### config.mk
export PLATFORM = sky130hd
export DESIGN_NAME = io_mem_address_decoder
export DESIGN_NICKNAME = d
export VERILOG_FILES = /design/src/core/io_mem_decode_pkg.sv /design/src/core/io_mem_address_decoder.sv
export SDC_FILE = /design/constraint.sdc
export NUM_CORES = 1
export LEC_CHECK = 0
export BUFFER_PORTS_ARGS = -buffer_cell sky130_fd_sc_hd__buf_2
export CAP_MARGIN = 40
export CORE_AREA = 8 8 327 329
export CTS_CLUSTER_DIAMETER = 150
export DETAILED_ROUTE_END_ITERATION = 10
export DIE_AREA = 0 0 335 337
export SYNTH_ARGS = -nofsm -noshare
export SYNTH_HDL_FRONTEND = slang
export SYNTH_SLANG_ARGS = --single-unit
### constraint.sdc
create_clock -name clk_sys -period 0.8 [get_ports clk_sys]
set_clock_uncertainty 0.15 [all_clocks]
set_input_delay 0.16 -clock clk_sys [delete_from_list [all_inputs] [get_ports clk_sys]]
set_output_delay 0.16 -clock clk_sys [all_outputs]
set_load 0.01 [all_outputs]
### src/core/io_mem_decode_pkg.sv
package io_mem_decode_pkg;

  // ----------------------------------------------------------------
  // Widths and counts
  // ----------------------------------------------------------------
  localparam int NUM_PORTS = 28;
  localparam int NUM_TRAPS = 4;
  localparam int PORT_W    = 5;

  // ----------------------------------------------------------------
  // Window sizes as log2 of bytes
  // ----------------------------------------------------------------
  localparam int PM_SZ_LOG2    = 8;
  localparam int SMB_SZ_LOG2   = 5;
  localparam int WDT_SZ_LOG2   = 5;
  localparam int LEG_SZ_LOG2   = 3;
  localparam int STOR_SZ_LOG2  = 4;
  localparam int KBD_SZ_LOG2   = 3;
  localparam int RED16_SZ_LOG2 = 4;
  localparam int RED32_SZ_LOG2 = 5;
  localparam int FW_SZ_LOG2    = 16;
  localparam int PFIX_SZ_LOG2  = 15;
  localparam int PWIN_SZ_LOG2  = 12;
  localparam int LAN_SZ_LOG2   = 17;

  // ----------------------------------------------------------------
  // Fixed memory addresses and enable bit positions
  // ----------------------------------------------------------------
  localparam logic [31:0] FW_E_BASE      = 32'h000E_0000;
  localparam logic [31:0] FW_F_BASE      = 32'h000F_0000;
  localparam int          FW_E_EN_BIT    = 6;
  localparam int          FW_F_EN_BIT    = 7;
  localparam logic [11:0] INTC_TOP       = 12'h0FEC;
  localparam logic [11:0] INTC_LAST_OFS  = 12'h0040;
  localparam logic [31:0] PFIX_BASE      = 32'hFEC1_0000;
  localparam logic [31:0] PFIX_STEP      = 32'h0000_8000;

  // Legacy candidate I/O locations; plain defaults
  localparam logic [2:0][15:0] PAR_LOC = {16'h03BC, 16'h0278, 16'h0378};
  localparam logic [7:0][15:0] SER_LOC = {16'h03E8, 16'h0338, 16'h02E8, 16'h0238,
                                          16'h0228, 16'h0220, 16'h02F8, 16'h03F8};

  // ----------------------------------------------------------------
  // Types
  // ----------------------------------------------------------------
  typedef enum logic [3:0] {
    TGT_NONE     = 4'h0,
    TGT_PM       = 4'h1,
    TGT_SMBUS    = 4'h2,
    TGT_ESPI     = 4'h3,
    TGT_STORAGE  = 4'h4,
    TGT_KBD_TEXT = 4'h5,
    TGT_REDIRECT = 4'h6,
    TGT_TRAP     = 4'h7,
    TGT_FLASH    = 4'h8,
    TGT_INTC     = 4'h9,
    TGT_ROOTPORT = 4'hA,
    TGT_LAN      = 4'hB,
    TGT_UPSTREAM = 4'hC,
    TGT_PEER     = 4'hD
  } target_t;

  typedef struct packed {
    logic        is_mem;
    logic        from_down;
    logic [31:0] addr;
  } req_t;

  typedef struct packed {
    target_t           target;
    logic [PORT_W-1:0] port;
    logic              abort;
  } route_t;

  localparam route_t ROUTE_RST = '{target: TGT_NONE, port: 5'h00, abort: 1'b0};

endpackage : io_mem_decode_pkg

### src/core/io_mem_address_decoder.sv
`timescale 1ns/1ps

// Behaviour
// - Every variable I/O window base comes from a software-set configuration input.
// - No overlap check between variable and fixed windows, no error raised.
// - Power 256 bytes, SMBus 32, watchdog 32; first to power, others to SMBus.
// - Parallel port 8 bytes at one of three locations, routed to eSPI.
// - Three serial ports, 8 bytes each, eight locations each, routed to eSPI.
// - Storage index/data window of 16 bytes routed to storage controller.
// - Keyboard-text 8 bytes, redirect 16/32 bytes, traps 1-256 bytes.
// - All variable I/O windows decode directly from upstream link cycles.
// - Upstream memory cycle hitting no internal target is master aborted.
// - Downstream memory cycles decoded positively except bridge forwarding range.
// - Downstream memory outside bridge and network controller ranges goes upstream.
// - 000E_0000 64 KB to flash only while enable bit 6 set.
// - 000F_0000 64 KB to flash only while enable bit 7 set.
// - Interrupt controller window FECX_X000-X040, XX from range select, enabled.
// - Per-port 4 KB windows, X inside base/limit, gated by port enable.
// - Fixed 32 KB per-port windows from FEC1_0000, gated by port enable.
// - Fixed per-port windows continue through port 27 ending FECE_FFFF.
module io_mem_address_decoder #(
  parameter int NUM_PORTS = io_mem_decode_pkg::NUM_PORTS,
  parameter int NUM_TRAPS = io_mem_decode_pkg::NUM_TRAPS
) (
  input  wire logic                         clk_sys,
  input  wire logic                         rst_b,
  input  wire logic                         req_valid,
  input  wire io_mem_decode_pkg::req_t      req,
  input  wire logic [15:0]                  pm_base,
  input  wire logic                         pm_en,
  input  wire logic [15:0]                  smbus_base,
  input  wire logic                         smbus_en,
  input  wire logic [15:0]                  watchdog_window_base,
  input  wire logic                         watchdog_window_en,
  input  wire logic [15:0]                  storage_base,
  input  wire logic                         storage_en,
  input  wire logic [15:0]                  remote_kbd_text_base,
  input  wire logic                         remote_kbd_text_en,
  input  wire logic [15:0]                  remote_drive_redirect_base,
  input  wire logic                         remote_drive_redirect_size32,
  input  wire logic                         remote_drive_redirect_en,
  input  wire logic [1:0]                   par_sel,
  input  wire logic                         par_en,
  input  wire logic [2:0][2:0]              ser_sel,
  input  wire logic [2:0]                   ser_en,
  input  wire logic [NUM_TRAPS-1:0][15:0]   trap_base,
  input  wire logic [NUM_TRAPS-1:0][7:0]    trap_mask,
  input  wire logic [NUM_TRAPS-1:0]         trap_en,
  input  wire logic [15:0]                  fw_decode_en,
  input  wire logic [7:0]                   intc_range_select,
  input  wire logic                         intc_window_enable,
  input  wire logic [NUM_PORTS-1:0]         port_intc_window_enable,
  input  wire logic [NUM_PORTS-1:0][7:0]    port_intc_base,
  input  wire logic [NUM_PORTS-1:0][7:0]    port_intc_limit,
  input  wire logic [31:0]                  bridge_mem_base,
  input  wire logic [31:0]                  bridge_mem_limit,
  input  wire logic                         bridge_mem_en,
  input  wire logic [31:0]                  lan_base,
  input  wire logic                         lan_en,
  output logic                              route_valid,
  output io_mem_decode_pkg::route_t         route
);

  // ----------------------------------------------------------------
  // Helpers
  // ----------------------------------------------------------------
  function automatic logic win_hit(input logic [31:0] a, input logic [31:0] base,
                                   input int sz_log2);
    win_hit = ((a ^ base) >> sz_log2) == 32'h0000_0000;
  endfunction : win_hit

  function automatic logic [4:0] first_set(input logic [31:0] v);
    first_set = 5'h00;
    for (int i = 31; i >= 0; i--) begin
      if (v[i]) begin
        first_set = 5'(i);
      end
    end
  endfunction : first_set

  // ----------------------------------------------------------------
  // I/O windows, all decoded from the upstream link
  // ----------------------------------------------------------------
  logic [31:0] a;
  logic [31:0] io_a;
  logic        up_io;
  logic        up_mem;
  logic        dn_mem;
  logic        dn_io;

  assign a      = req.addr;
  assign io_a   = {16'h0000, req.addr[15:0]};
  assign up_io  = req_valid && !req.from_down && !req.is_mem;
  assign up_mem = req_valid && !req.from_down && req.is_mem;
  assign dn_mem = req_valid && req.from_down && req.is_mem;
  assign dn_io  = req_valid && req.from_down && !req.is_mem;

  // Bases are software values only; nothing compares them to fixed ranges
  logic hit_pm;
  logic hit_smb;
  logic hit_wdt;
  logic hit_stor;
  logic hit_kbd;
  logic hit_red;
  logic hit_par;
  logic [2:0] hit_ser;
  logic [NUM_TRAPS-1:0] hit_trap;
  int   red_log2;

  assign hit_pm   = pm_en && win_hit(io_a, {16'h0000, pm_base},
                                     io_mem_decode_pkg::PM_SZ_LOG2);
  assign hit_smb  = smbus_en && win_hit(io_a, {16'h0000, smbus_base},
                                        io_mem_decode_pkg::SMB_SZ_LOG2);
  assign hit_wdt  = watchdog_window_en &&
                    win_hit(io_a, {16'h0000, watchdog_window_base},
                            io_mem_decode_pkg::WDT_SZ_LOG2);
  assign hit_stor = storage_en && win_hit(io_a, {16'h0000, storage_base},
                                          io_mem_decode_pkg::STOR_SZ_LOG2);
  assign hit_kbd  = remote_kbd_text_en &&
                    win_hit(io_a, {16'h0000, remote_kbd_text_base},
                            io_mem_decode_pkg::KBD_SZ_LOG2);
  assign red_log2 = remote_drive_redirect_size32 ? io_mem_decode_pkg::RED32_SZ_LOG2
                                                 : io_mem_decode_pkg::RED16_SZ_LOG2;
  assign hit_red  = remote_drive_redirect_en &&
                    win_hit(io_a, {16'h0000, remote_drive_redirect_base}, red_log2);
  // Selector value 3 names no location and leaves the window closed
  assign hit_par  = par_en && (par_sel != 2'b11) &&
                    win_hit(io_a, {16'h0000, io_mem_decode_pkg::PAR_LOC[par_sel]},
                            io_mem_decode_pkg::LEG_SZ_LOG2);

  for (genvar s = 0; s < 3; s++) begin : g_ser
    assign hit_ser[s] = ser_en[s] &&
                        win_hit(io_a, {16'h0000, io_mem_decode_pkg::SER_LOC[ser_sel[s]]},
                                io_mem_decode_pkg::LEG_SZ_LOG2);
  end

  // Mask bits widen the trap window from 1 up to 256 bytes
  for (genvar t = 0; t < NUM_TRAPS; t++) begin : g_trap
    assign hit_trap[t] = trap_en[t] &&
                         (((io_a[15:0] ^ trap_base[t]) & ~{8'h00, trap_mask[t]}) == 16'h0000);
  end

  // ----------------------------------------------------------------
  // Memory windows from the upstream link
  // ----------------------------------------------------------------
  logic hit_fw_e;
  logic hit_fw_f;
  logic hit_intc;
  logic [NUM_PORTS-1:0] hit_pwin;
  logic [NUM_PORTS-1:0] hit_pfix;

  assign hit_fw_e = fw_decode_en[io_mem_decode_pkg::FW_E_EN_BIT] &&
                    win_hit(a, io_mem_decode_pkg::FW_E_BASE,
                            io_mem_decode_pkg::FW_SZ_LOG2);
  assign hit_fw_f = fw_decode_en[io_mem_decode_pkg::FW_F_EN_BIT] &&
                    win_hit(a, io_mem_decode_pkg::FW_F_BASE,
                            io_mem_decode_pkg::FW_SZ_LOG2);
  // Window is inclusive of offset 040
  assign hit_intc = intc_window_enable && (a[31:20] == io_mem_decode_pkg::INTC_TOP) &&
                    (a[19:12] == intc_range_select) &&
                    (a[11:0] <= io_mem_decode_pkg::INTC_LAST_OFS);

  for (genvar p = 0; p < NUM_PORTS; p++) begin : g_port
    localparam logic [31:0] FIX_BASE = io_mem_decode_pkg::PFIX_BASE +
                                       io_mem_decode_pkg::PFIX_STEP * p;
    assign hit_pwin[p] = port_intc_window_enable[p] &&
                         (a[31:20] == io_mem_decode_pkg::INTC_TOP) &&
                         (a[19:12] >= port_intc_base[p]) &&
                         (a[19:12] <= port_intc_limit[p]);
    assign hit_pfix[p] = port_intc_window_enable[p] &&
                         win_hit(a, FIX_BASE, io_mem_decode_pkg::PFIX_SZ_LOG2);
  end

  // ----------------------------------------------------------------
  // Downstream memory
  // ----------------------------------------------------------------
  logic hit_bridge;
  logic hit_lan;

  assign hit_bridge = bridge_mem_en && (a >= bridge_mem_base) && (a <= bridge_mem_limit);
  assign hit_lan    = lan_en && win_hit(a, lan_base, io_mem_decode_pkg::LAN_SZ_LOG2);

  // ----------------------------------------------------------------
  // Priority selection
  // ----------------------------------------------------------------
  // Order on upstream I/O: power, SMBus, watchdog, storage, keyboard,
  // redirect, parallel, serial 1-3, traps. Upstream memory: flash E, flash F,
  // interrupt controller, port 4 KB windows, port fixed windows.
  io_mem_decode_pkg::route_t io_route;
  io_mem_decode_pkg::route_t mem_route;
  io_mem_decode_pkg::route_t dn_route;
  io_mem_decode_pkg::route_t route_d;
  logic [31:0] pwin_vec;
  logic [31:0] pfix_vec;

  assign pwin_vec = 32'(hit_pwin);
  assign pfix_vec = 32'(hit_pfix);

  always_comb begin
    io_route = '{target: io_mem_decode_pkg::TGT_NONE, port: 5'h00, abort: 1'b1};
    if (hit_pm) begin
      io_route = '{target: io_mem_decode_pkg::TGT_PM, port: 5'h00, abort: 1'b0};
    end else if (hit_smb || hit_wdt) begin
      io_route = '{target: io_mem_decode_pkg::TGT_SMBUS, port: 5'h00, abort: 1'b0};
    end else if (hit_stor) begin
      io_route = '{target: io_mem_decode_pkg::TGT_STORAGE, port: 5'h00, abort: 1'b0};
    end else if (hit_kbd) begin
      io_route = '{target: io_mem_decode_pkg::TGT_KBD_TEXT, port: 5'h00, abort: 1'b0};
    end else if (hit_red) begin
      io_route = '{target: io_mem_decode_pkg::TGT_REDIRECT, port: 5'h00, abort: 1'b0};
    end else if (hit_par || (|hit_ser)) begin
      io_route = '{target: io_mem_decode_pkg::TGT_ESPI, port: 5'h00, abort: 1'b0};
    end else if (|hit_trap) begin
      io_route = '{target: io_mem_decode_pkg::TGT_TRAP, port: 5'h00, abort: 1'b0};
    end
  end

  always_comb begin
    mem_route = '{target: io_mem_decode_pkg::TGT_NONE, port: 5'h00, abort: 1'b1};
    if (hit_fw_e || hit_fw_f) begin
      mem_route = '{target: io_mem_decode_pkg::TGT_FLASH, port: 5'h00, abort: 1'b0};
    end else if (hit_intc) begin
      mem_route = '{target: io_mem_decode_pkg::TGT_INTC, port: 5'h00, abort: 1'b0};
    end else if (|hit_pwin) begin
      mem_route = '{target: io_mem_decode_pkg::TGT_ROOTPORT, port: first_set(pwin_vec),
                    abort: 1'b0};
    end else if (|hit_pfix) begin
      mem_route = '{target: io_mem_decode_pkg::TGT_ROOTPORT, port: first_set(pfix_vec),
                    abort: 1'b0};
    end
  end

  always_comb begin
    dn_route = '{target: io_mem_decode_pkg::TGT_UPSTREAM, port: 5'h00, abort: 1'b0};
    if (dn_mem && hit_bridge) begin
      dn_route = '{target: io_mem_decode_pkg::TGT_PEER, port: 5'h00, abort: 1'b0};
    end else if (dn_mem && hit_lan) begin
      dn_route = '{target: io_mem_decode_pkg::TGT_LAN, port: 5'h00, abort: 1'b0};
    end
  end

  assign route_d = up_io  ? io_route :
                   up_mem ? mem_route :
                   (dn_mem || dn_io) ? dn_route : io_mem_decode_pkg::ROUTE_RST;

  // ----------------------------------------------------------------
  // Output registers
  // ----------------------------------------------------------------
  logic                      route_valid_q;
  io_mem_decode_pkg::route_t route_q;

  always_ff @(posedge clk_sys or negedge rst_b) begin
    if (!rst_b) begin
      route_valid_q <= 1'b0;
      route_q       <= io_mem_decode_pkg::ROUTE_RST;
    end else begin
      route_valid_q <= req_valid;
      route_q       <= route_d;
    end
  end

  assign route_valid = route_valid_q;
  assign route       = route_q;
endmodule : io_mem_address_decoder

Word level (Yosys, flattened, before mapping):

Memories as Yosys holds them, arrays and structs flattened.
Index checks and enable logic that the tools add are counted.

* memories: 3
* flip-flop bits (word level): 11
* word-level logic and storage cells: 403
* memory bits (read-only): 384

Memory list
* (no name shown): words 8, bits a word 16, read ports 1, clocked after Yosys merged registers in 0, write ports 0, line io_mem_address_decoder.sv:133 `win_hit(io_a, {16'h0000, io_mem_decode_pkg::SER_LOC[ser_sel[s]]},`
* (no name shown): words 8, bits a word 16, read ports 1, clocked after Yosys merged registers in 0, write ports 0, line io_mem_address_decoder.sv:133
* (no name shown): words 8, bits a word 16, read ports 1, clocked after Yosys merged registers in 0, write ports 0, line io_mem_address_decoder.sv:133

* reduce and logical (&&, ||, !) cells: 198
* equal/unequal tests: 3
* magnitude comparators: 63
* shift operators: 1
* bitwise logic cells: 53
* mux-type cells: 78

Operators with widths (number)
* zero test 32 bit: 41
* 2-to-1 mux 5 bit: 56
* greater-or-equal comparator 8 bit: 28
* <= comparator 8 bit: 28
* bitwise XOR 16 bit: 14
* logical AND 1 bit: 143
* NOT 12 bit: 10
* NOT 11 bit: 10
* 2-to-1 mux 9 bit: 9
* 2-to-1 mux 10 bit: 7
* AND 16 bit: 4
* zero test 16 bit: 4
* 2-to-1 mux 16 bit: 4
* NOT 8 -> 16 bit: 4
* OR reduction 28 bit: 2
* NOT 13 bit: 4
* NOT 10 bit: 4
* binary-select mux 16 bit (select 2 bit): 1
* greater-or-equal comparator 32 bit: 1
* <= comparator 32 bit: 1
* right shift 16 x 3 -> 32 bit: 1
* bitwise XOR 32 bit: 1
* == test 12 bit (second input constant): 1
* <= comparator 12 x 7 -> 1 bit (second input constant): 1
* other kinds (11): 17

Longest topological paths before layout:

* depth after elaboration: 37
* gate-level depth with buffers: 13
* gate-level depth less buffers: 12

Worst setup path after synthesis:

No wires, ideal clock.

* path kind: input -> register
* from: in req[12] (netlist bit)
* to: reg route_q (netlist bit route[9])
* arrival: 3.791 ns
* stages on the path: 13
* setup time: 0.120 ns
* data required time: 0.530 ns
* setup slack: -3.261 ns
* path through: buf_1 > inv_1 > ha_1 > nand2b_1 > a211o_1 > o2111ai_1 > a2111oi_0 > or2_2 > or3b_1 > or2_2 > nor2_1 > nand2_1 > and3b_1

RTL lines
* start: declaration: line io_mem_address_decoder.sv:28 `input wire io_mem_decode_pkg::req_t req,`
* end signal: assignment: line io_mem_address_decoder.sv:255 `route_q <= io_mem_decode_pkg::ROUTE_RST;`
* end signal: assignment: line io_mem_address_decoder.sv:258 `route_q <= route_d;`
* end: declaration: line io_mem_address_decoder.sv:250 `io_mem_decode_pkg::route_t route_q;`

==> impl_metrics.py <==
metrics = {
    "grt": {
        "grt_pass1_wl_um": 146000,
        "grt.overflow.total": 0,
        "grt_max_degree": 25,
        "grt_pass1_vias": 21800,
        "grtUsageTotal": 0.175,
        "antenna_found_initial": 51,
    },
    "place": {
        "hpwl_um": 93700,
        "place_congestion": 0.942,
        "io_buffers": 804,
        "dp_slack_ps": -2920,
        "placed_area_um2": 24900,
        "dp.cells": 4745,
    },
    "finish": {
        "finalInstanceArea_um2": 26500,
        "drive_above_1_share": 0.388,
        "fin_cells": 4799,
        "final_net_count": 4781,
        "fillers": 11300,
        "syn2layout_area_growth_pct": 62.4,
    },
    "setup_path": {
        "crit_path_end_kind": "flip-flop",
        "cp-start-kind": "primary input",
        "crit_start": "req[12]",
        "critPathArrivalTime_ps": 3280,
        "criticalPathCategory": "in2reg",
        "worstPathRequired_ps": 820,
        "cp_max_fo": 15,
    },
    "sta": {
        "setup_ws_ps": -2460,
        "maxSlewViolCount": 0,
        "rsz0062_at_grt": "yes",
        "setup-tns-final_ps": -24950,
        "final-hold-violation-count": 11,
        "worstMarginPinSlew_ps": 548,
        "setup_violations": 21,
        "slew_headroom": 0.631,
        "max_freq_ghz": 0.307,
        "hold_ws_ps": -322,
        "period_needed_ps": 3260,
        "fin_crit_sh": 4.07,
    },
    "synth": {
        "ys_warn_count": 0,
        "synth_area_um2": 16300,
        "synth-edff-count": 0,
        "ys_seq_elements": 11,
        "synthesis.nets": 3630,
        "ys_types": 75,
        "synth_top_area_cell": "ha_1",
        "synth.top_cell.area_share": 0.392,
        "synth_cells": 2264,
        "postSynth.asyncResetShare": 1.00,
        "synth_area_per_cell_um2": 7.22,
        "ys_seq_area_frac": 0.0168,
        "ys.flop_type": "dfrtp_1",
        "synth.area.top_cells": "ha_1 (39%), inv_1 (11%), xnor2_1 (5.8%), a21oi_1 (4.8%), nand2_1 (2.9%)",
    },
    "floorplan": {
        "fp.dieArea_um2": 113000,
        "io_pins": 865,
        "design.core.area_um2": 101000,
        "start_util": 0.161,
        "row_count": 117,
        "die-width_um": 335,
        "fp.dieH_um": 337,
    },
    "outcome": {
        "outcome": "finished, violations left",
        "violations": "negative hold slack, negative setup slack",
    },
    "clock_tree": {
        "cts_buffers": 3,
        "cts_root_buffer": "clkbuf_16",
        "ctsLongestPathBuffers": 2,
        "h-tree-depth": 1,
        "numClockSinks": 11,
        "cts_tree": "yes",
        "clk_pin_slew_ps": 50,
    },
    "power_and_ir_drop": {
        "power_density_nw_per_um2": 550,
        "irDropWorstVdd_mv": 0.439,
        "p_leak_uw": 0.0147,
        "total_power_uw": 14600,
    },
    "route": {
        "postRouteAntennaNets": 0,
        "vias": 20800,
        "wl_um": 105000,
        "routed_via_density": 4.33,
        "drcViolationCount": 0,
        "drt_iter0_markers": 777,
        "drt_pass1_iterations": 5,
        "wl_per_cell_um": 22.0,
    },
    "run": {
        "cap_violations": 0,
    },
    "hold_path": {
        "min_path_type": "in2async",
    },
}
## through the flow
step	util	hold slack [ps]
2_1_floorplan	-	-286
3_3_place_gp	0.246	-38.6
3_5_place_dp	0.246	-31.9
4_1_cts	0.257	-304
5_1_grt	0.262	-301
6_report	0.262	-322
## layer usage
| metal | share of wire | vias to the layer above | global-route usage |
|---|---|---|---|
| met5 | 0.0019 | - | 0 |
| met3 | 0.063 | 154 | 0.0393 |
| met4 | 0.021 | 30 | 0.0278 |
| met1 | 0.42 | 9549 | 0.211 |
| met2 | 0.49 | 712 | 0.319 |
| li1 | - | 10300 | - |
## cell usage in the layout, fill, tap and decap left out, types with 17 or more instances in the layout
master    Yosys  routed
buf_4         1     321
nor2b_1      41      37
buf_6         0      29
nor4_1       39      32
xnor2_1     109     109
a21oi_1     157     137
buf_2         5     786
diode_2       0      17
a21o_1       49      49
xor2_1       48      48
ha_1        512     496
o21ai_0      78      62
nand2b_1     29      26
nand3_1      66      63
o211ai_1     34      34
nor3_1       37      33
inv_1       498     495
nand2_1     125     121
nand4_1      53      53
o22ai_1      22      20
nor2_1       71      67
buf_12        0      33
## cells in the mapped netlist, types with 5 or more instances
| master | n |
|---|---|
| ha_1 | 512 |
| inv_1 | 498 |
| a21oi_1 | 157 |
| nand2_1 | 125 |
| xnor2_1 | 109 |
| o21ai_0 | 78 |
| nor2_1 | 71 |
| nand3_1 | 66 |
| nand4_1 | 53 |
| a21o_1 | 49 |
| xor2_1 | 48 |
| nor2b_1 | 41 |
| nor4_1 | 39 |
| nor3_1 | 37 |
| o211ai_1 | 34 |
| nand2b_1 | 29 |
| o22ai_1 | 22 |
| a211oi_1 | 18 |
| a31oi_1 | 18 |
| o2111ai_1 | 17 |
| a2111oi_0 | 16 |
| and3_1 | 16 |
| clkbuf_1 | 16 |
| o21a_1 | 16 |
| a211o_1 | 15 |
| mux2i_1 | 12 |
| or4_1 | 12 |
| dfrtp_1 | 11 |
| buf_1 | 10 |
| a221oi_1 | 8 |
| and4_1 | 8 |
| o31ai_1 | 7 |
| a32oi_1 | 6 |
| buf_2 | 5 |
| mux2_2 | 5 |
| or2_2 | 5 |
| or3_1 | 5 |
## kinds of logic after synthesis
group | share of synthesized area
AO/OA/AOI/OAI | 0.199
XOR/XNOR | 0.0842
adder cells (fa/ha/maj) | 0.392
buffers and inverters | 0.122
flip-flops | 0.0168
multiplexers | 0.0122
AND/OR/NAND/NOR | 0.173
## final timing paths
path,to,slack (ps),cells after the start
max,route[2]$_DFF_PN0_,-2460,17
min,route[8]$_DFF_PN0_,-320,1
min in group clk_sys,route_valid$_DFF_PN0_,160,3
max in group asynchronous,route[2]$_DFF_PN0_,540,1
## cell type report
cell class / instances / area, µm² / share of cell area
Tap cell: 1368 / 1710 / 0.0645
Timing Repair Buffer: 1178 / 7540 / 0.284
Clock buffer: 4 / 78.8 / 0.00297
Inverter: 498 / 1880 / 0.0707
Sequential cell: 11 / 275 / 0.0104
Antenna cell: 17 / 42.5 / 0.00160
Multi-Input combinational cell: 1723 / 15000 / 0.566
## timing repair
item / 4_1_cts / 5_1_grt
cloned: 3 / 0
pin swaps: 65 / 50
endpoints found under the setup margin: 21 / 21
resized for setup: 157 / 74
buffers inserted: 31 / 6
hold endpoints to repair: 11 / 11
## sequential cells by signal, summed over array words and instances, names as in the netlist
name,count
route,10
route_valid,1
## worst max-delay path, cell delays in order
cell	delay, ps
buf_8	90
clkinvlp_4	80
buf_12	140
buf_12	150
buf_6	170
ha_1	260
nand2b_1	100
nand3_1	80
a211o_1	270
a221oi_2	300
buf_4	200
o211ai_1	100
a2111oi_2	320
o21a_1	240
o311a_1	260
o311ai_2	130
a21oi_2	170
## power by group
group          switching (µW)  internal, µW
Sequential               9.12           570
Combinational            6730          6280
Clock                     324           676
Note: power is estimated with default switching activity, not from simulation.
